<file path="src/hw/dsc_pkg.sv">
// constants and types shared by the debug state sequencer control block
package dsc_pkg;

    // ------------------------------------------------------------------
    // register map
    // ------------------------------------------------------------------
    localparam logic [7:0] DSC_ADDR_CTRL = 8'h20;
    localparam logic [7:0] DSC_ADDR_STATE_WIN = 8'h27;

    // debug_control_one field positions
    localparam int DSC_CTRL_ARM_BIT = 7;
    localparam int DSC_CTRL_WSEL_LSB = 0;

    // window_select codes
    localparam logic [1:0] DSC_WSEL_STATE1 = 2'h0;
    localparam logic [1:0] DSC_WSEL_STATE2 = 2'h1;
    localparam logic [1:0] DSC_WSEL_STATE3 = 2'h2;
    localparam logic [1:0] DSC_WSEL_FLAGS = 2'h3;

    // ------------------------------------------------------------------
    // reset values
    // ------------------------------------------------------------------
    localparam logic [3:0] DSC_CODE_RESET = 4'h0;
    localparam logic [2:0] DSC_FLAGS_RESET = 3'h0;
    localparam logic [1:0] DSC_WSEL_RESET = 2'h0;

    localparam int DSC_NUM_CH = 3;
    localparam int DSC_NUM_STATES = 3;

    // ------------------------------------------------------------------
    // types
    // ------------------------------------------------------------------
    typedef enum logic [4:0] {
        DSC_IDLE = 5'h01,
        DSC_S1 = 5'h02,
        DSC_S2 = 5'h04,
        DSC_S3 = 5'h08,
        DSC_FINAL = 5'h10
    } dsc_seq_t;

    // one destination per channel; DSC_IDLE means the match is ignored
    typedef dsc_seq_t [DSC_NUM_CH-1:0] dsc_dest_t;

    typedef struct packed {
        logic [7:0] addr;
        logic [7:0] wdata;
        logic wr;
        logic rd;
    } dsc_bus_req_t;

endpackage

</file>
<file path="src/hw/dsc_sequencer.sv">
// debug state sequencer with its state control and match flag registers
//
// Overview of operation
// - one byte address; window_select 00/01/10 states 1-3, 11 flags
// - separate next-state control register for each state 1 to 3
// - state-1 control read at select 00, written there when unarmed
// - state-2 control read at select 01, written there when unarmed
// - state-3 control read at select 10, written there when unarmed
// - match flags readable only at select 11, writes ignored
// - state 1 codes 0000 to 0011 per the state-1 table
// - state 1 codes 0100 to 0111, 1001 and 1101 per table
// - a channel match not named by the code causes no transition
// - state 2 codes 0000 to 0101 per the state-2 table
// - state 2 codes 0110, 0111, 1100 and 1111 per table
// - state 3 codes 0000 to 0101 per the state-3 table
// - state 3 codes 0110, 0111, 1010, 1101 and 1110 per table
// - simultaneous matches: final wins, then lowest channel number
// - three flags, one per channel, set on match while armed
// - flags survive session end; cleared only by the next arm
// - flags set independently; repeat matches leave a set flag alone
// - writing one to the arm bit starts a new session
module dsc_sequencer (
    input wire logic ref_clk,
    input wire logic srst,
    input wire dsc_pkg::dsc_bus_req_t bus_req,
    input wire logic [2:0] match_in,
    output logic [7:0] rdata,
    output dsc_pkg::dsc_seq_t seq_state,
    output logic armed,
    output logic session_end
);

    // ------------------------------------------------------------------
    // state-1 next-state decode
    // ------------------------------------------------------------------
    function automatic dsc_pkg::dsc_dest_t dest_s1(input logic [3:0] code);
        dsc_pkg::dsc_dest_t d;
        d = {dsc_pkg::DSC_NUM_CH{dsc_pkg::DSC_IDLE}};
        case (code)
            4'h0: begin
                d = {dsc_pkg::DSC_NUM_CH{dsc_pkg::DSC_FINAL}};
            end
            4'h1: begin
                d[1] = dsc_pkg::DSC_S3;
            end
            4'h2: begin
                d[2] = dsc_pkg::DSC_S2;
            end
            4'h3: begin
                d[1] = dsc_pkg::DSC_S2;
            end
            4'h4: begin
                d[0] = dsc_pkg::DSC_S2;
                d[1] = dsc_pkg::DSC_S3;
            end
            4'h5: begin
                d[1] = dsc_pkg::DSC_S3;
                d[0] = dsc_pkg::DSC_FINAL;
            end
            4'h6: begin
                d[0] = dsc_pkg::DSC_S2;
                d[2] = dsc_pkg::DSC_S3;
            end
            4'h7: begin
                d[0] = dsc_pkg::DSC_S2;
                d[1] = dsc_pkg::DSC_S2;
            end
            4'h9: begin
                d[0] = dsc_pkg::DSC_S3;
            end
            4'hd: begin
                d[0] = dsc_pkg::DSC_FINAL;
                d[2] = dsc_pkg::DSC_FINAL;
                d[1] = dsc_pkg::DSC_S2;
            end
            default: begin
                d = {dsc_pkg::DSC_NUM_CH{dsc_pkg::DSC_IDLE}};
            end
        endcase
        return d;
    endfunction

    // ------------------------------------------------------------------
    // state-2 next-state decode
    // ------------------------------------------------------------------
    function automatic dsc_pkg::dsc_dest_t dest_s2(input logic [3:0] code);
        dsc_pkg::dsc_dest_t d;
        d = {dsc_pkg::DSC_NUM_CH{dsc_pkg::DSC_IDLE}};
        case (code)
            4'h0: begin
                d[0] = dsc_pkg::DSC_S1;
                d[2] = dsc_pkg::DSC_S3;
            end
            4'h1: begin
                d[1] = dsc_pkg::DSC_S3;
            end
            4'h2: begin
                d[2] = dsc_pkg::DSC_S3;
            end
            4'h3: begin
                d[1] = dsc_pkg::DSC_S3;
                d[0] = dsc_pkg::DSC_FINAL;
            end
            4'h4: begin
                d[1] = dsc_pkg::DSC_S1;
                d[2] = dsc_pkg::DSC_S3;
            end
            4'h5: begin
                d[2] = dsc_pkg::DSC_FINAL;
            end
            4'h6: begin
                d[2] = dsc_pkg::DSC_S1;
                d[0] = dsc_pkg::DSC_FINAL;
            end
            4'h7: begin
                d[0] = dsc_pkg::DSC_FINAL;
                d[1] = dsc_pkg::DSC_FINAL;
            end
            4'hc: begin
                d[0] = dsc_pkg::DSC_FINAL;
                d[1] = dsc_pkg::DSC_FINAL;
                d[2] = dsc_pkg::DSC_S3;
            end
            4'hf: begin
                d[0] = dsc_pkg::DSC_FINAL;
                d[1] = dsc_pkg::DSC_FINAL;
                d[2] = dsc_pkg::DSC_S1;
            end
            default: begin
                d = {dsc_pkg::DSC_NUM_CH{dsc_pkg::DSC_IDLE}};
            end
        endcase
        return d;
    endfunction

    // ------------------------------------------------------------------
    // state-3 next-state decode
    // ------------------------------------------------------------------
    function automatic dsc_pkg::dsc_dest_t dest_s3(input logic [3:0] code);
        dsc_pkg::dsc_dest_t d;
        d = {dsc_pkg::DSC_NUM_CH{dsc_pkg::DSC_IDLE}};
        case (code)
            4'h0: begin
                d[0] = dsc_pkg::DSC_S1;
            end
            4'h1: begin
                d[2] = dsc_pkg::DSC_S2;
                d[1] = dsc_pkg::DSC_FINAL;
            end
            4'h2: begin
                d[0] = dsc_pkg::DSC_FINAL;
                d[1] = dsc_pkg::DSC_S1;
            end
            4'h3: begin
                d[1] = dsc_pkg::DSC_FINAL;
                d[2] = dsc_pkg::DSC_S1;
            end
            4'h4: begin
                d[1] = dsc_pkg::DSC_S2;
            end
            4'h5: begin
                d[1] = dsc_pkg::DSC_FINAL;
            end
            4'h6: begin
                d[2] = dsc_pkg::DSC_S2;
                d[0] = dsc_pkg::DSC_FINAL;
            end
            4'h7: begin
                d[0] = dsc_pkg::DSC_FINAL;
            end
            4'ha: begin
                d[1] = dsc_pkg::DSC_S1;
                d[2] = dsc_pkg::DSC_S1;
                d[0] = dsc_pkg::DSC_FINAL;
            end
            4'hd: begin
                d[1] = dsc_pkg::DSC_FINAL;
                d[2] = dsc_pkg::DSC_FINAL;
                d[0] = dsc_pkg::DSC_S1;
            end
            4'he: begin
                d[0] = dsc_pkg::DSC_S2;
                d[2] = dsc_pkg::DSC_FINAL;
            end
            default: begin
                d = {dsc_pkg::DSC_NUM_CH{dsc_pkg::DSC_IDLE}};
            end
        endcase
        return d;
    endfunction

    // ------------------------------------------------------------------
    // storage
    // ------------------------------------------------------------------
    logic [3:0] code_reg [dsc_pkg::DSC_NUM_STATES];
    logic [2:0] flags_reg;
    logic [1:0] wsel_reg;
    logic armed_reg;
    dsc_pkg::dsc_seq_t seq_reg;
    dsc_pkg::dsc_seq_t seq_next;
    logic end_reg;
    logic [7:0] rdata_reg;
    logic [7:0] rdata_next;

    logic ctrl_wr;
    logic win_wr;
    logic arm_wr;
    logic disarm_wr;
    dsc_pkg::dsc_dest_t dest;
    logic [2:0] hit_final;
    logic [2:0] hit_any;

    assign ctrl_wr = bus_req.wr && (bus_req.addr == dsc_pkg::DSC_ADDR_CTRL);
    assign win_wr = bus_req.wr
        && (bus_req.addr == dsc_pkg::DSC_ADDR_STATE_WIN);
    assign arm_wr = ctrl_wr && bus_req.wdata[dsc_pkg::DSC_CTRL_ARM_BIT];
    assign disarm_wr = ctrl_wr
        && !bus_req.wdata[dsc_pkg::DSC_CTRL_ARM_BIT];

    // ------------------------------------------------------------------
    // control register: arm and window select
    // ------------------------------------------------------------------
    always_ff @(posedge ref_clk) begin
        if (srst) begin
            wsel_reg <= dsc_pkg::DSC_WSEL_RESET;
        end else if (ctrl_wr) begin
            wsel_reg <= bus_req.wdata[dsc_pkg::DSC_CTRL_WSEL_LSB +: 2];
        end
    end

    // session ends on reaching final state or on a disarm write
    always_ff @(posedge ref_clk) begin
        if (srst) begin
            armed_reg <= 1'b0;
        end else if (arm_wr) begin
            armed_reg <= 1'b1;
        end else if (disarm_wr || seq_next == dsc_pkg::DSC_FINAL) begin
            armed_reg <= 1'b0;
        end
    end

    // ------------------------------------------------------------------
    // next-state code registers, locked while armed
    // ------------------------------------------------------------------
    genvar gs;
    generate
        for (gs = 0; gs < dsc_pkg::DSC_NUM_STATES; gs++) begin : g_code
            always_ff @(posedge ref_clk) begin
                if (srst) begin
                    code_reg[gs] <= dsc_pkg::DSC_CODE_RESET;
                end else if (win_wr && !armed_reg
                    && wsel_reg == 2'(gs)) begin
                    code_reg[gs] <= bus_req.wdata[3:0];
                end
            end
        end
    endgenerate

    // ------------------------------------------------------------------
    // per-channel match flags and candidate hits
    // ------------------------------------------------------------------
    genvar gc;
    generate
        for (gc = 0; gc < dsc_pkg::DSC_NUM_CH; gc++) begin : g_ch
            // match_in is assumed gated by the comparator enable
            assign hit_final[gc] = match_in[gc]
                && dest[gc] == dsc_pkg::DSC_FINAL;
            assign hit_any[gc] = match_in[gc]
                && dest[gc] != dsc_pkg::DSC_IDLE;

            // a match while armed outranks the arm-write clear
            always_ff @(posedge ref_clk) begin
                if (srst) begin
                    flags_reg[gc] <= 1'b0;
                end else if (armed_reg && match_in[gc]) begin
                    flags_reg[gc] <= 1'b1;
                end else if (arm_wr) begin
                    flags_reg[gc] <= 1'b0;
                end
            end
        end
    endgenerate

    // ------------------------------------------------------------------
    // sequencer
    // ------------------------------------------------------------------
    always_comb begin
        case (seq_reg)
            dsc_pkg::DSC_S1: dest = dest_s1(code_reg[0]);
            dsc_pkg::DSC_S2: dest = dest_s2(code_reg[1]);
            dsc_pkg::DSC_S3: dest = dest_s3(code_reg[2]);
            default: dest = {dsc_pkg::DSC_NUM_CH{dsc_pkg::DSC_IDLE}};
        endcase
    end

    always_comb begin
        seq_next = seq_reg;
        if (arm_wr) begin
            seq_next = dsc_pkg::DSC_S1;
        end else if (disarm_wr) begin
            seq_next = dsc_pkg::DSC_IDLE;
        end else if (armed_reg) begin
            if (|hit_final) begin
                seq_next = dsc_pkg::DSC_FINAL;
            end else if (hit_any[0]) begin
                seq_next = dest[0];
            end else if (hit_any[1]) begin
                seq_next = dest[1];
            end else if (hit_any[2]) begin
                seq_next = dest[2];
            end
        end
    end

    always_ff @(posedge ref_clk) begin
        if (srst) begin
            seq_reg <= dsc_pkg::DSC_IDLE;
        end else begin
            seq_reg <= seq_next;
        end
    end

    // one-cycle pulse on the edge that enters final state
    always_ff @(posedge ref_clk) begin
        if (srst) begin
            end_reg <= 1'b0;
        end else begin
            end_reg <= armed_reg && !arm_wr && !disarm_wr
                && seq_next == dsc_pkg::DSC_FINAL;
        end
    end

    // ------------------------------------------------------------------
    // read path: data valid only in the cycle after the strobe
    // ------------------------------------------------------------------
    always_comb begin
        rdata_next = 8'h00;
        if (bus_req.rd) begin
            if (bus_req.addr == dsc_pkg::DSC_ADDR_CTRL) begin
                rdata_next[dsc_pkg::DSC_CTRL_ARM_BIT] = armed_reg;
                rdata_next[dsc_pkg::DSC_CTRL_WSEL_LSB +: 2] = wsel_reg;
            end else if (bus_req.addr == dsc_pkg::DSC_ADDR_STATE_WIN) begin
                case (wsel_reg)
                    dsc_pkg::DSC_WSEL_STATE1: rdata_next[3:0] = code_reg[0];
                    dsc_pkg::DSC_WSEL_STATE2: rdata_next[3:0] = code_reg[1];
                    dsc_pkg::DSC_WSEL_STATE3: rdata_next[3:0] = code_reg[2];
                    default: rdata_next[2:0] = flags_reg;
                endcase
            end
        end
    end

    always_ff @(posedge ref_clk) begin
        if (srst) begin
            rdata_reg <= 8'h00;
        end else begin
            rdata_reg <= rdata_next;
        end
    end

    assign rdata = rdata_reg;
    assign seq_state = seq_reg;
    assign armed = armed_reg;
    assign session_end = end_reg;

endmodule

</file>
<file path="config.mk">
export PLATFORM = sky130hd
export DESIGN_NAME = dsc_sequencer
export DESIGN_NICKNAME = d
export VERILOG_FILES = /design/src/hw/dsc_pkg.sv /design/src/hw/dsc_sequencer.sv
export SDC_FILE = /design/constraint.sdc
export NUM_CORES = 1
export LEC_CHECK = 0
export BUFFER_PORTS_ARGS = -buffer_cell sky130_fd_sc_hd__buf_2
export CAP_MARGIN = 5
export CORE_ASPECT_RATIO = 0.7
export CORE_MARGIN = 8
export CORE_UTILIZATION = 40
export CTS_BUF_LIST = sky130_fd_sc_hd__clkbuf_8 sky130_fd_sc_hd__clkbuf_16
export CTS_CLUSTER_SIZE = 25
export DETAILED_ROUTE_END_ITERATION = 8
export GPL_ROUTABILITY_DRIVEN = 1
export GPL_TIMING_DRIVEN = 1
export MAX_ROUTING_LAYER = met4
export SLEW_MARGIN = 20
export SYNTH_ARGS = -nofsm -noshare
export SYNTH_HDL_FRONTEND = slang
export SYNTH_SLANG_ARGS = --single-unit
</file>
<file path="constraint.sdc">
create_clock -name ref_clk -period 3.03 [get_ports ref_clk]
set_input_delay 0 -clock ref_clk [delete_from_list [all_inputs] [get_ports ref_clk]]
set_output_delay 0 -clock ref_clk [all_outputs]
set_load 0.01 [all_outputs]
</file>
==> Word level (Yosys, flattened, before mapping) <==
Memories as Yosys holds them, arrays and structs flattened.
Cells that the tools add are included.
W data, S select, Z words.
{ "word_totals": {"register_bits": 20, "mem_bits_rw": 12, "elab_cells": 155, "in_bits": 23, "n_memories": 1, "out_inout_bits": 15} }
{ "op_classes": {"eq_ne": 42, "n_bitwise": 6, "n_mux": 41, "n_reduce_logical": 54} }
{ "mem_list": {"columns": ["memory", "depth", "width", "rd", "rd_ports_with_merged_regs", "wr", "line", "source"], "rows": [
  ["code_reg", 3, 4, 3, 0, 3, "dsc_sequencer.sv:195", "logic [3:0] code_reg [dsc_pkg::DSC_NUM_STATES];"]
]} }
{ "ops": {"columns": ["operator", "count"], "rows": [
  ["$pmux W5 S3", 8],
  ["$eq A4 B3 Y1 const B", 12],
  ["$pmux W15 S3", 1],
  ["$mux W5", 7],
  ["$eq A4 B4 Y1 const B", 7],
  ["$eq A4 B2 Y1 const B", 6],
  ["$reduce_or A3 Y1", 7],
  ["$eq A5 B5 Y1 const B", 4],
  ["$logic_and A1 B1 Y1", 20],
  ["$reduce_or A2 Y1", 9],
  ["$mux W1", 17],
  ["$eq A8 B6 Y1 const B", 2],
  ["$mux W4", 4],
  ["$reduce_or A4 Y1", 4],
  ["$ne A5 B1 Y1 const B", 3],
  ["$eq A4 B1 Y1 const B", 3],
  ["$logic_not A4 Y1", 3],
  ["$pmux W5 S2", 1],
  ["$pmux W3 S3", 1],
  ["$reduce_bool A2 Y1", 4],
  ["$eq A5 B2 Y1 const B", 1],
  ["$eq A5 B3 Y1 const B", 1],
  ["$eq A5 B4 Y1 const B", 1],
  ["$reduce_or A5 Y1", 1],
  ["9 further kinds", 16]
]} }

==> Depth between registers and ports, before layout <==
Gate-level depths: netlist of run 1.
An unclocked memory read counts as a cell.
{ "depth": {"ltp_word": 18, "ltp_mapped": 10, "ltp_nobuf": 8} }

==> Worst setup path after synthesis of run 1 <==
Ideal clock, no wire load.
{ "synth_timing": {"path_kind": "flip-flop to flip-flop", "startpoint": "memory code_reg[1][3]", "endpoint": "register end_reg (netlist: session_end)", "period_less_slack_ns": 2.287, "slack_ns": 0.743, "path_stages_with_launch": 10, "n_path_buf": 1, "arrival_time_ns": 2.200, "required_ns": 2.943, "setup_time_ns": 0.087, "path_cell_list": "edfxtp_1 -> buf_2 -> nor2b_1 -> nor4_1 -> nor3b_1 -> or3_4 -> o31ai_2 -> o32ai_2 -> nor4_2 -> nor4b_2"} }
{ "synth_rtl": {"columns": ["element", "line", "source"], "rows": [
  ["start: declaration", "dsc_sequencer.sv:195", null],
  ["end signal: assignment", "dsc_sequencer.sv:328", "end_reg <= armed_reg && !arm_wr && !disarm_wr"],
  ["end: declaration", "dsc_sequencer.sv:201", "logic end_reg;"]
]} }

==> results of run 1 <==
==> cells by family after synthesis <==
logic type	count (synthesis)
AND/OR/NAND/NOR	138
AO/OA/AOI/OAI	64
flip-flops	29
buffers and inverters	28
multiplexers	6
XOR/XNOR	3
other	1
==> critical path: cells and delay by family (launching register included) <==
| kind | cells | cell delay [ps] |
|---|---|---|
| AOI/OAI and AO/OA | 4 | 840 |
| and+or+nand+nor | 4 | 1150 |
| DFF | 1 | 650 |
==> power by group <==
| part | total (mW) | switching [mW] | internal, mW |
|---|---|---|---|
| Clock | 0.308 | 0.150 | 0.158 |
| Combinational | 0.0679 | 0.0366 | 0.0313 |
| Sequential | 0.428 | 0.0167 | 0.411 |
| Total | 0.804 | 0.203 | 0.601 |
==> metrics by stage <==
step | total power, mW | worst slack, ps
after floorplan | 0.475 | 743
after global placement | 0.499 | 404
after detailed placement | 0.501 | 351
after CTS | 0.811 | 317
after global routing | 0.839 | 120
final | 0.804 | 300
==> final timing paths <==
check,start,endpoint,slack (ps),cells past startpoint
worst max-delay path,code_reg[2][2],session_end,300,8
worst min-delay path,bus_req[4],code_reg[2][2],30,2
worst max register to register,code_reg[2][2],session_end,300,8
worst min register to register,flags_reg[2],flags_reg[2],520,2
==> repair_timing <==
action	4_1_cts	5_1_grt
endpoints found under the setup margin	0	0
hold buffers	3	0
gates resized for setup	0	0
endpoints found under the hold margin	4	0
==> cells in the final DEF (no fill, tap or decap), types with 3 or more instances in the layout <==
| master | synthesis | final |
|---|---|---|
| sky130_fd_sc_hd__a22oi_1 | 5 | 5 |
| sky130_fd_sc_hd__inv_1 | 6 | 6 |
| sky130_fd_sc_hd__nor3_1 | 14 | 14 |
| sky130_fd_sc_hd__a211oi_1 | 3 | 3 |
| sky130_fd_sc_hd__dfxtp_1 | 17 | 17 |
| sky130_fd_sc_hd__mux4_2 | 3 | 3 |
| sky130_fd_sc_hd__dlygate4sd3_1 | 0 | 3 |
| sky130_fd_sc_hd__a21oi_1 | 8 | 8 |
| sky130_fd_sc_hd__edfxtp_1 | 12 | 12 |
| sky130_fd_sc_hd__o31ai_1 | 3 | 3 |
| sky130_fd_sc_hd__a31oi_1 | 4 | 4 |
| sky130_fd_sc_hd__buf_2 | 8 | 31 |
| sky130_fd_sc_hd__and3_1 | 6 | 6 |
| sky130_fd_sc_hd__o211ai_1 | 5 | 5 |
| sky130_fd_sc_hd__nor3b_1 | 5 | 5 |
| sky130_fd_sc_hd__nor2b_1 | 9 | 9 |
| sky130_fd_sc_hd__conb_1 | 1 | 3 |
| sky130_fd_sc_hd__nor2_1 | 16 | 16 |
| sky130_fd_sc_hd__mux2i_1 | 3 | 3 |
| sky130_fd_sc_hd__buf_4 | 3 | 7 |
| sky130_fd_sc_hd__o21ai_0 | 8 | 8 |
| sky130_fd_sc_hd__clkbuf_8 | 0 | 5 |
| sky130_fd_sc_hd__nor4_1 | 5 | 5 |
| sky130_fd_sc_hd__o21a_1 | 4 | 4 |
| sky130_fd_sc_hd__and2_1 | 13 | 13 |
| sky130_fd_sc_hd__nand3_1 | 8 | 8 |
| sky130_fd_sc_hd__nand2_1 | 21 | 21 |
| sky130_fd_sc_hd__or3_1 | 4 | 4 |
| sky130_fd_sc_hd__nand2b_1 | 10 | 10 |
==> area by class of cell <==
type | count | area [sq um] | share of cell area (%)
Timing Repair Buffer | 41 | 238 | 8.97
Clock buffer | 5 | 68.8 | 2.60
Sequential cell | 29 | 701 | 26.5
Tap cell | 75 | 93.8 | 3.54
Clock inverter | 3 | 17.5 | 0.661
Multi-Input combinational cell | 214 | 1510 | 56.9
Inverter | 6 | 22.5 | 0.850
==> metal layers <==
| layer | wire length, um | share of wire (%) | up-vias |
|---|---|---|---|
| li1 | - | - | 1066 |
| met4 | 39 | 0.61 | 0 |
| met2 | 2790 | 44 | 83 |
| met5 | 0 | 0 | - |
| met3 | 484 | 7.6 | 4 |
| met1 | 3080 | 48 | 995 |
==> metrics, run 1 <==
Die Y 79.9 um; Relative slew margins 62.5%; part of the cycle the worst path needs 90.1%; area of the core 0.00567 sq mm; TritonCTS clock tree yes; top post-synthesis cells by area sky130_fd_sc_hd__edfxtp_1 15%, sky130_fd_sc_hd__dfxtp_1 15%, sky130_fd_sc_hd__and2_1 3.5%; GR Util met1 a little over a fifth; Post-Syn Area 0.00233 sq mm; status completed; Fmax ~0.37 GHz; clock tree buffer depth 2; max FFs per register 12; initial antenna violation count 0; starting utilization of the core area 41.2%; count of standard-cell rows 23; layout filler cell count ~550; cell count after synthesis ~270; Slowest-stage cell, CP sky130_fd_sc_hd__edfxtp_1; critical path peak fanout 15; Hold Vio Cnt, Final 0; flip-flop and latch count after synthesis 29; max-cap violations 0; Synth-to-Final Area Change 13.5%; WL final 6390 um; Synth Warn # 0; total number of vias 2,148; Mapped Avg Cell Area 8.68 sq um; total CTS buffers 5; final weighted congestion in routability-driven placement ~1; maximum VDD drop 0.000196 V; Cell Pwr Density around 300 mW/mm^2; grt ovf 0; top cell type's share of synthesized area roughly 15%; Setup CP Type flip-flop to flip-flop; clock skew after layout 4.59 ps; post-synthesis share of cell area spent on full adders, half adders and majority gates 0%; Post-synth ARST share 0%; total number of nets in the final design 320; number of I/O pins 38; placed cell count roughly 360; DR iter-0 viols 181; clock latency at the later pin of the worst-skew pair between 200 and 300 ps; die boundary width roughly 110 um; Lkg Pwr ~0.93 nW; CTS clk-pin slew, worst paths roughly 70 ps; depth of the CTS H-tree 2; drt first pass iters 4; global-route wire length before repair between 10,000 and 15,000 um; xor and xnor fraction of the mapped netlist area between 1 and 1.5%; total die area around 0.0086 sq mm; count of endpoints failing setup in the final report 0; WP data arrival ~2900 ps; WL/cell between 15 and 20 um; area fraction in compound gates after synthesis a little under a quarter; CP endpoint kind flip-flop; number of port buffers 31; biggest area consumer among synthesized cells sky130_fd_sc_hd__edfxtp_1; final period demand of the worst path 2730 ps; count leader, synth sky130_fd_sc_hd__nand2_1; busiest layer in global routing met2; detailed placement HPWL approximately 5000 um; Worst Path Required 3220 ps; residual DRC count 0; ratio of cells with drive above 1 in the final layout a little under a quarter; routed via count divided by cell count 5.76; buffer count from post-CTS setup fixing 0; buffer cell driving the clock tree root sky130_fd_sc_hd__clkbuf_8; final standard cell utilization of the core about 47%; unrepaired setup endpoints after global routing false; simple-gate share of the synthesized area 35.7%; number of enable-type register cells in the synthesized netlist 12; final instance count without filler cells about 370; largest net degree at the start of global routing 20; met2 usage 23.9%; Most used DFF post-synth sky130_fd_sc_hd__dfxtp_1; via count of the first global-routing pass approximately 2,100; most frequent cells after synthesis 21 x sky130_fd_sc_hd__nand2_1, 17 x sky130_fd_sc_hd__dfxtp_1, 16 x sky130_fd_sc_hd__nor2_1, 14 x sky130_fd_sc_hd__nor3_1, 13 x sky130_fd_sc_hd__and2_1; instance area at placement 0.00253 sq mm; share of synthesized area occupied by flip-flops and latches about 30%; max incr delay on CP ~650 ps; main combinational cell family by area after synthesis simple AND/OR/NAND/NOR gates; Hold WC Path Type primary input to flip-flop; Setup TNS 0 ps; ANT nets after route 0; final standard cell area without fillers 0.00265 sq mm; mux share of post-synthesis cell area ~4.2%; Yosys cell types between 70 and 80; max-slew violation total from the final report 0; critical path, cell by cell nand2b_1, a211oi_1, o311ai_2, or3_1, o311ai_0, a221oi_2, nor4_2, nor4b_2; Worst-Margin Slew about 560 ps; Sinks on Clock Net 29; antenna cell count 0; M3 GR Usage 3.79%; global-route total usage across every layer around 16%; Hold WS 25.9 ps; startpoint types flip-flop
(Power assumes the default switching activity.)
==> run 2: changes to the inputs <==
--- a/config.mk
+++ b/config.mk
@@ -5,6 +5,7 @@
 export SDC_FILE = /design/constraint.sdc
 export NUM_CORES = 1
 export LEC_CHECK = 0
+export ABC_AREA = 0
 export BUFFER_PORTS_ARGS = -buffer_cell sky130_fd_sc_hd__buf_2
 export CAP_MARGIN = 5
 export CORE_ASPECT_RATIO = 0.7
@@ -14,7 +15,7 @@
 export CTS_CLUSTER_SIZE = 25
 export DETAILED_ROUTE_END_ITERATION = 8
 export GPL_ROUTABILITY_DRIVEN = 1
-export GPL_TIMING_DRIVEN = 1
+export GPL_TIMING_DRIVEN = 0
 export MAX_ROUTING_LAYER = met4
 export SLEW_MARGIN = 20
 export SYNTH_ARGS = -nofsm -noshare
==> metrics, run 2 (synthesis gave the netlist of run 1 again) <==
final instance count without filler cells 386 (+3.5%); buffer cell driving the clock tree root sky130_fd_sc_hd__clkbuf_8; total CTS buffers 5 (unchanged); global-route total usage across every layer 16.5% (+0.29 points); number of port buffers 30 (-3.2%); critical path peak fanout 8 (-7); total die area 0.00858 sq mm (unchanged); initial antenna violation count 0 (unchanged); area of the core 0.00567 sq mm (unchanged); Worst R2R End session_end; ANT nets after route 0 (unchanged); placed cell count 376 (+3.9%); slack of the worst reg-to-reg path 290 ps (about the same); part of the cycle the worst path needs 90.3% (+0.22 points); count of standard-cell rows 23 (unchanged); clock tree buffer depth 2 (unchanged); via count of the first global-routing pass 2,036 (-3.5%); Hold WC Path Type primary input to flip-flop; worst setup margin 293 ps (-6.56 ps); Sinks on Clock Net 29 (unchanged); drt first pass iters 5 (+1); max FFs per register 12 (unchanged); die boundary width 107 um (unchanged); final standard cell area without fillers 0.00271 sq mm (+2.4%); most common library cell in the layout ignoring fill and taps sky130_fd_sc_hd__buf_2; final period demand of the worst path 2740 ps (+6.56 ps); total number of vias 2,208 (+2.8%); Worst Path Required 3180 ps (-40 ps); Cell Pwr Density 327 mW/mm^2 (+7.7%); instance area at placement 0.00259 sq mm (+2.1%); number of I/O pins 38 (unchanged); Worst-Margin Slew 670 ps (+107 ps); startpoint types flip-flop; WL final 6880 um (+7.7%); source of the worst hold timing path bus_req[2]; status completed; Relative slew margins 55.0% (-7.5 points); global-route wire length before repair 10,700 um (-0.26%); Die Y 79.9 um (unchanged); largest net degree at the start of global routing 11 (-45%); commonest cells after routing, fill and taps aside 38 x sky130_fd_sc_hd__buf_2, 21 x sky130_fd_sc_hd__nand2_1, 17 x sky130_fd_sc_hd__dfxtp_1; Synth-to-Final Area Change 16.2%; max-cap violations 0 (unchanged); count of endpoints failing setup in the final report 0 (unchanged); final standard cell utilization of the core 47.8% (+1.1 points); clock latency at the later pin of the worst-skew pair 280 ps (about the same); routed via count divided by cell count 5.72 (-0.67%); number of instances on the worst hold path 3 (+1); detailed placement HPWL 5270 um (+7.3%); count of hold buffers inserted by post-cts repair 2 (-1); CP endpoint kind flip-flop; Lkg Pwr 0.970 nW (+4.2%); number of gates resized after CTS 0 (unchanged); Setup TNS 0 ps (unchanged); WL/cell 17.8 um (+4.0%); max-slew violation total from the final report 0 (unchanged); starting utilization of the core area 41.2% (unchanged); depth of the CTS H-tree 2 (unchanged); Setup CP Type flip-flop to flip-flop; DR iter-0 viols 132 (-27%); Worst Reg2Reg Path Length in Cells 8 (unchanged); ratio of cells with drive above 1 in the final layout 23.2% (-0.34 points); Fmax 0.365 GHz (-0.24%); final weighted congestion in routability-driven placement 0.949 (-5.3%); TritonCTS clock tree yes; maximum VDD drop 0.000196 V (about the same); unrepaired setup endpoints after global routing false; Worst R2R Start seq_state[4]; buffer count from post-CTS setup fixing 0 (unchanged); clock skew after layout 9.10 ps (+4.51 ps); Worst Hold Endpoint wsel_reg[0]; Hold Vio Cnt, Final 0 (unchanged); CTS clk-pin slew, worst paths 60 ps (about the same); pre-CTS WS 352 ps (+1.51 ps); grt ovf 0 (unchanged); WP data arrival 2880 ps (-40 ps); antenna cell count 0 (unchanged); total number of nets in the final design 333 (+4.1%); residual DRC count 0 (unchanged)
==> run 2: changes by cell type in the layout (fill, tap and decap cells not counted), sizes merged <==
cell,previous run,this run
buf,38,42
clkinv,2,1
clkinvlp,1,0
dlygate4sd3,3,2
inv,6,7
clkbuf,5,15
bufinv,0,1
==> run 2: cell type report <==
| cell class | instances | area, sq um |
|---|---|---|
| flip-flops and latches | 29 | 701 |
| inverters | 6 | 22.5 |
| repair buffers | 32 | 170 |
| clock inverters | 3 | 37.5 |
| clock buffers | 5 | 68.8 |
| well taps | 75 | 93.8 |
| fillers | 560 | 2960 |
| plain buffers | 22 | 111 |
| multi-input cells | 214 | 1510 |
==> run 2: worst max-delay path, cell delays in order, from the launching register on <==
cell	delay [ps]
sky130_fd_sc_hd__dfxtp_1	400
sky130_fd_sc_hd__nor4_2	530
sky130_fd_sc_hd__nand2_2	230
sky130_fd_sc_hd__o32ai_4	410
sky130_fd_sc_hd__o21ai_0	160
sky130_fd_sc_hd__a31o_1	250
sky130_fd_sc_hd__o31ai_1	370
sky130_fd_sc_hd__nor4_2	80
sky130_fd_sc_hd__nor4b_2	170
==> run 2: stage by stage <==
step | hold slack (ps) | power (mW)
after floorplan | 136 | 0.475
after detailed placement | 287 | 0.508
after global routing | 3.82 | 0.914
after global placement | 278 | 0.507
after CTS | 4.55 | 0.892
final | 5.62 | 0.887
==> run 2: worst max-delay path by stage <==
stage / start / to / slack, ps / cells past startpoint
finish: seq_state[4] / session_end / 290 / 8
global route: seq_state[4] / armed / 100 / 8
CTS: seq_state[4] / session_end / 310 / 8
detailed placement: seq_state[4] / session_end / 350 / 8
global placement: seq_state[4] / session_end / 350 / 8
floorplan: code_reg[1][3] / session_end / 740 / 9
==> run 2: report_power, final <==
group          switching [mW]  total (mW)  internal (mW)  leakage [nW]
sequential            0.00363       0.415          0.411         0.262
clock                   0.145       0.384          0.239        0.0570
combinational          0.0539      0.0884         0.0345         0.651
==> run 2: routing by layer <==
| layer | GRT usage (%) | routed length (um) | vias to the layer above |
|---|---|---|---|
| met3 | 3.47 | 392 | 6 |
| met2 | 24.4 | 2950 | 75 |
| li1 | - | - | 1089 |
| met4 | 3.22 | 48 | 0 |
| met5 | - | 0 | - |
| met1 | 22.6 | 3490 | 1038 |
==> run 3: changes to the inputs <==
--- a/config.mk
+++ b/config.mk
@@ -9,7 +9,7 @@
 export BUFFER_PORTS_ARGS = -buffer_cell sky130_fd_sc_hd__buf_2
 export CAP_MARGIN = 5
 export CORE_ASPECT_RATIO = 0.7
-export CORE_MARGIN = 8
+export CORE_MARGIN = 5
 export CORE_UTILIZATION = 40
 export CTS_BUF_LIST = sky130_fd_sc_hd__clkbuf_8 sky130_fd_sc_hd__clkbuf_16
 export CTS_CLUSTER_SIZE = 25
==> constraint.sdc (replaced) <==
create_clock -name ref_clk -period 2.6 [get_ports ref_clk]
set_input_delay 0 -clock ref_clk [delete_from_list [all_inputs] [get_ports ref_clk]]
set_output_delay 0 -clock ref_clk [all_outputs]
set_load 0.01 [all_outputs]
==> metrics, run 3 (synthesis gave the netlist of run 1 again) <==
status completed; WP data arrival 2780 ps (-100 ps); unrepaired setup endpoints after global routing true; final period demand of the worst path 2590 ps (-148 ps); Sinks on Clock Net 29 (unchanged); commonest cells after routing, fill and taps aside 33 x sky130_fd_sc_hd__buf_2, 19 x sky130_fd_sc_hd__nand2_1, 16 x sky130_fd_sc_hd__nor2_1; Die Y 73.9 um (-7.5%); grt ovf 0 (unchanged); number of port buffers 30 (unchanged); drt first pass iters 4 (-1); ratio of cells with drive above 1 in the final layout 34.8% (+12 points); Cell Pwr Density 349 mW/mm^2 (+6.6%); depth of the CTS H-tree 2 (unchanged); global-route total usage across every layer 19.2% (+2.7 points); part of the cycle the worst path needs 99.6% (+9.2 points); total power 1.06 mW (+19%); Worst-Margin Slew 731 ps (+60.8 ps); startpoint types flip-flop; Worst Reg2Reg Path Length in Cells 8 (unchanged); clock skew after layout 7.35 ps (-1.75 ps); DR iter-0 viols 238 (+80%); WL/cell 17.8 um (-0.24%); total die area 0.00749 sq mm (-13%); instance area at placement 0.00259 sq mm (unchanged); layout filler cell count 542 (-3.2%); residual DRC count 0 (unchanged); detailed placement HPWL 5040 um (-4.3%); die boundary width 101 um (-5.6%); initial antenna violation count 0 (unchanged); count of standard-cell rows 23 (unchanged); maximum VDD drop 0.000231 V (+18%); max-cap violations 0 (unchanged); Lkg Pwr 1.13 nW (+16%); via count of the first global-routing pass 2,063 (+1.3%); area of the core 0.00570 sq mm (+0.51%); CTS clk-pin slew, worst paths 70 ps (about the same); buffer cell driving the clock tree root sky130_fd_sc_hd__clkbuf_8; critical path peak fanout 5 (-3); total number of vias 2,313 (+4.8%); starting utilization of the core area 41.0% (-0.21 points); slack of the worst reg-to-reg path 10 ps (-280 ps); TritonCTS clock tree yes; max FFs per register 12 (unchanged); WL final 7010 um (+1.8%); max incr delay on CP 450 ps (-80 ps); Fmax 0.386 GHz (+5.7%); global-route wire length before repair 10,700 um (-0.32%); Slowest-stage cell, CP sky130_fd_sc_hd__edfxtp_1; count of endpoints failing setup in the final report 0 (unchanged); Worst Path Required 2790 ps (-390 ps); CP endpoint kind flip-flop; pre-CTS WS -32.6 ps (-385 ps); clock latency at the later pin of the worst-skew pair 280 ps (about the same); Hold Vio Cnt, Final 0 (unchanged); crit path to session_end; Relative slew margins 50.9% (-4.1 points); largest net degree at the start of global routing 11 (unchanged); Synth-to-Final Area Change 29.6%; Critical path buffers and inverters 0 (unchanged); worst setup margin 11.6 ps (-282 ps); total number of nets in the final design 341 (+2.4%); Setup CP Type flip-flop to flip-flop; Worst R2R Start code_reg[2][3]; CP top delay family simple AND/OR/NAND/NOR gates; number of I/O pins 38 (unchanged); final standard cell area without fillers 0.00303 sq mm (+12%); ANT nets after route 0 (unchanged); total CTS buffers 5 (unchanged); Worst R2R End session_end; most common library cell in the layout ignoring fill and taps sky130_fd_sc_hd__buf_2; final standard cell utilization of the core 53.1% (+5.3 points); final weighted congestion in routability-driven placement 0.997 (+5.1%); critical path, cell by cell nand2b_1, a31oi_2, o311ai_2, or3_4, o2111ai_4, a221oi_4, nor4_2, nor4b_2; max-slew violation total from the final report 0 (unchanged); antenna cell count 0 (unchanged); source of the worst hold timing path bus_req[5]; Hold WS 21.5 ps (+15.8 ps); routed via count divided by cell count 5.87 (+2.6%); stages on the worst setup path 8 (unchanged); launching element of the worst setup path code_reg[2][3]; clock tree buffer depth 2 (unchanged); Hold WC Path Type primary input to flip-flop
==> run 3: cell count changes in the layout (fill, tap and decap cells not counted), sizes merged <==
cell | previous run | this run
clkbuf | 15 | 12
buf | 42 | 52
dlygate4sd3 | 2 | 3
==> run 3: how the worst min path moves through the flow <==
stage / end / slack [ps] / cells past startpoint
after CTS: code_reg[1][2] / 20 / 2
after global routing: code_reg[2][3] / 20 / 2
after floorplan: wsel_reg[0] / 140 / 2
after global placement: rdata[1] / 280 / 3
final: code_reg[2][3] / 20 / 2
after detailed placement: rdata[0] / 290 / 3
==> run 3: area by class of cell <==
type                    instances  area, sq um  share of cell area [%]
plain buffers                  19          130                    4.30
clock buffers                   5         68.8                    2.27
clock inverters                 3         37.5                    1.24
inverters                       6         22.5                   0.744
multi-input cells             214         1710                    56.5
flip-flops and latches         29          709                    23.4
well taps                      75         93.8                    3.10
repair buffers                 43          255                    8.43
==> run 3: where the power goes <==
group | internal, mW | total (mW) | switching (mW) | leakage (nW)
Combinational | 0.0499 | 0.114 | 0.0646 | 0.804
Clock | 0.279 | 0.456 | 0.177 | 0.0570
Sequential | 0.477 | 0.485 | 0.00814 | 0.264
Total | 0.805 | 1.06 | 0.250 | 1.13
==> run 3: layer usage <==
metal	vias up	part of all wire [%]	global-route usage, %	wire, um
met1	1083	46	28.1	3260
met4	0	2.6	4.72	182
met2	98	43	27.0	3000
li1	1116	-	-	-
met3	16	8.1	3.61	566
met5	-	0	-	0
==> run 3: repair_timing <==
action,in CTS,in global routing
pin swaps,1,14
endpoints found under the setup margin,2,4
hold buffers,3,0
gates resized for setup,5,55
buffers inserted,0,10
hold endpoints to repair,4,0
==> run 3: per-stage QoR <==
| stage | std cells | setup TNS, ps |
|---|---|---|
| finish | 394 | 0 |
| global placement | 376 | -64.8 |
| CTS | 386 | 0 |
| floorplan | 271 | 0 |
| detailed placement | 376 | -62.7 |
| global route | 394 | -178 |
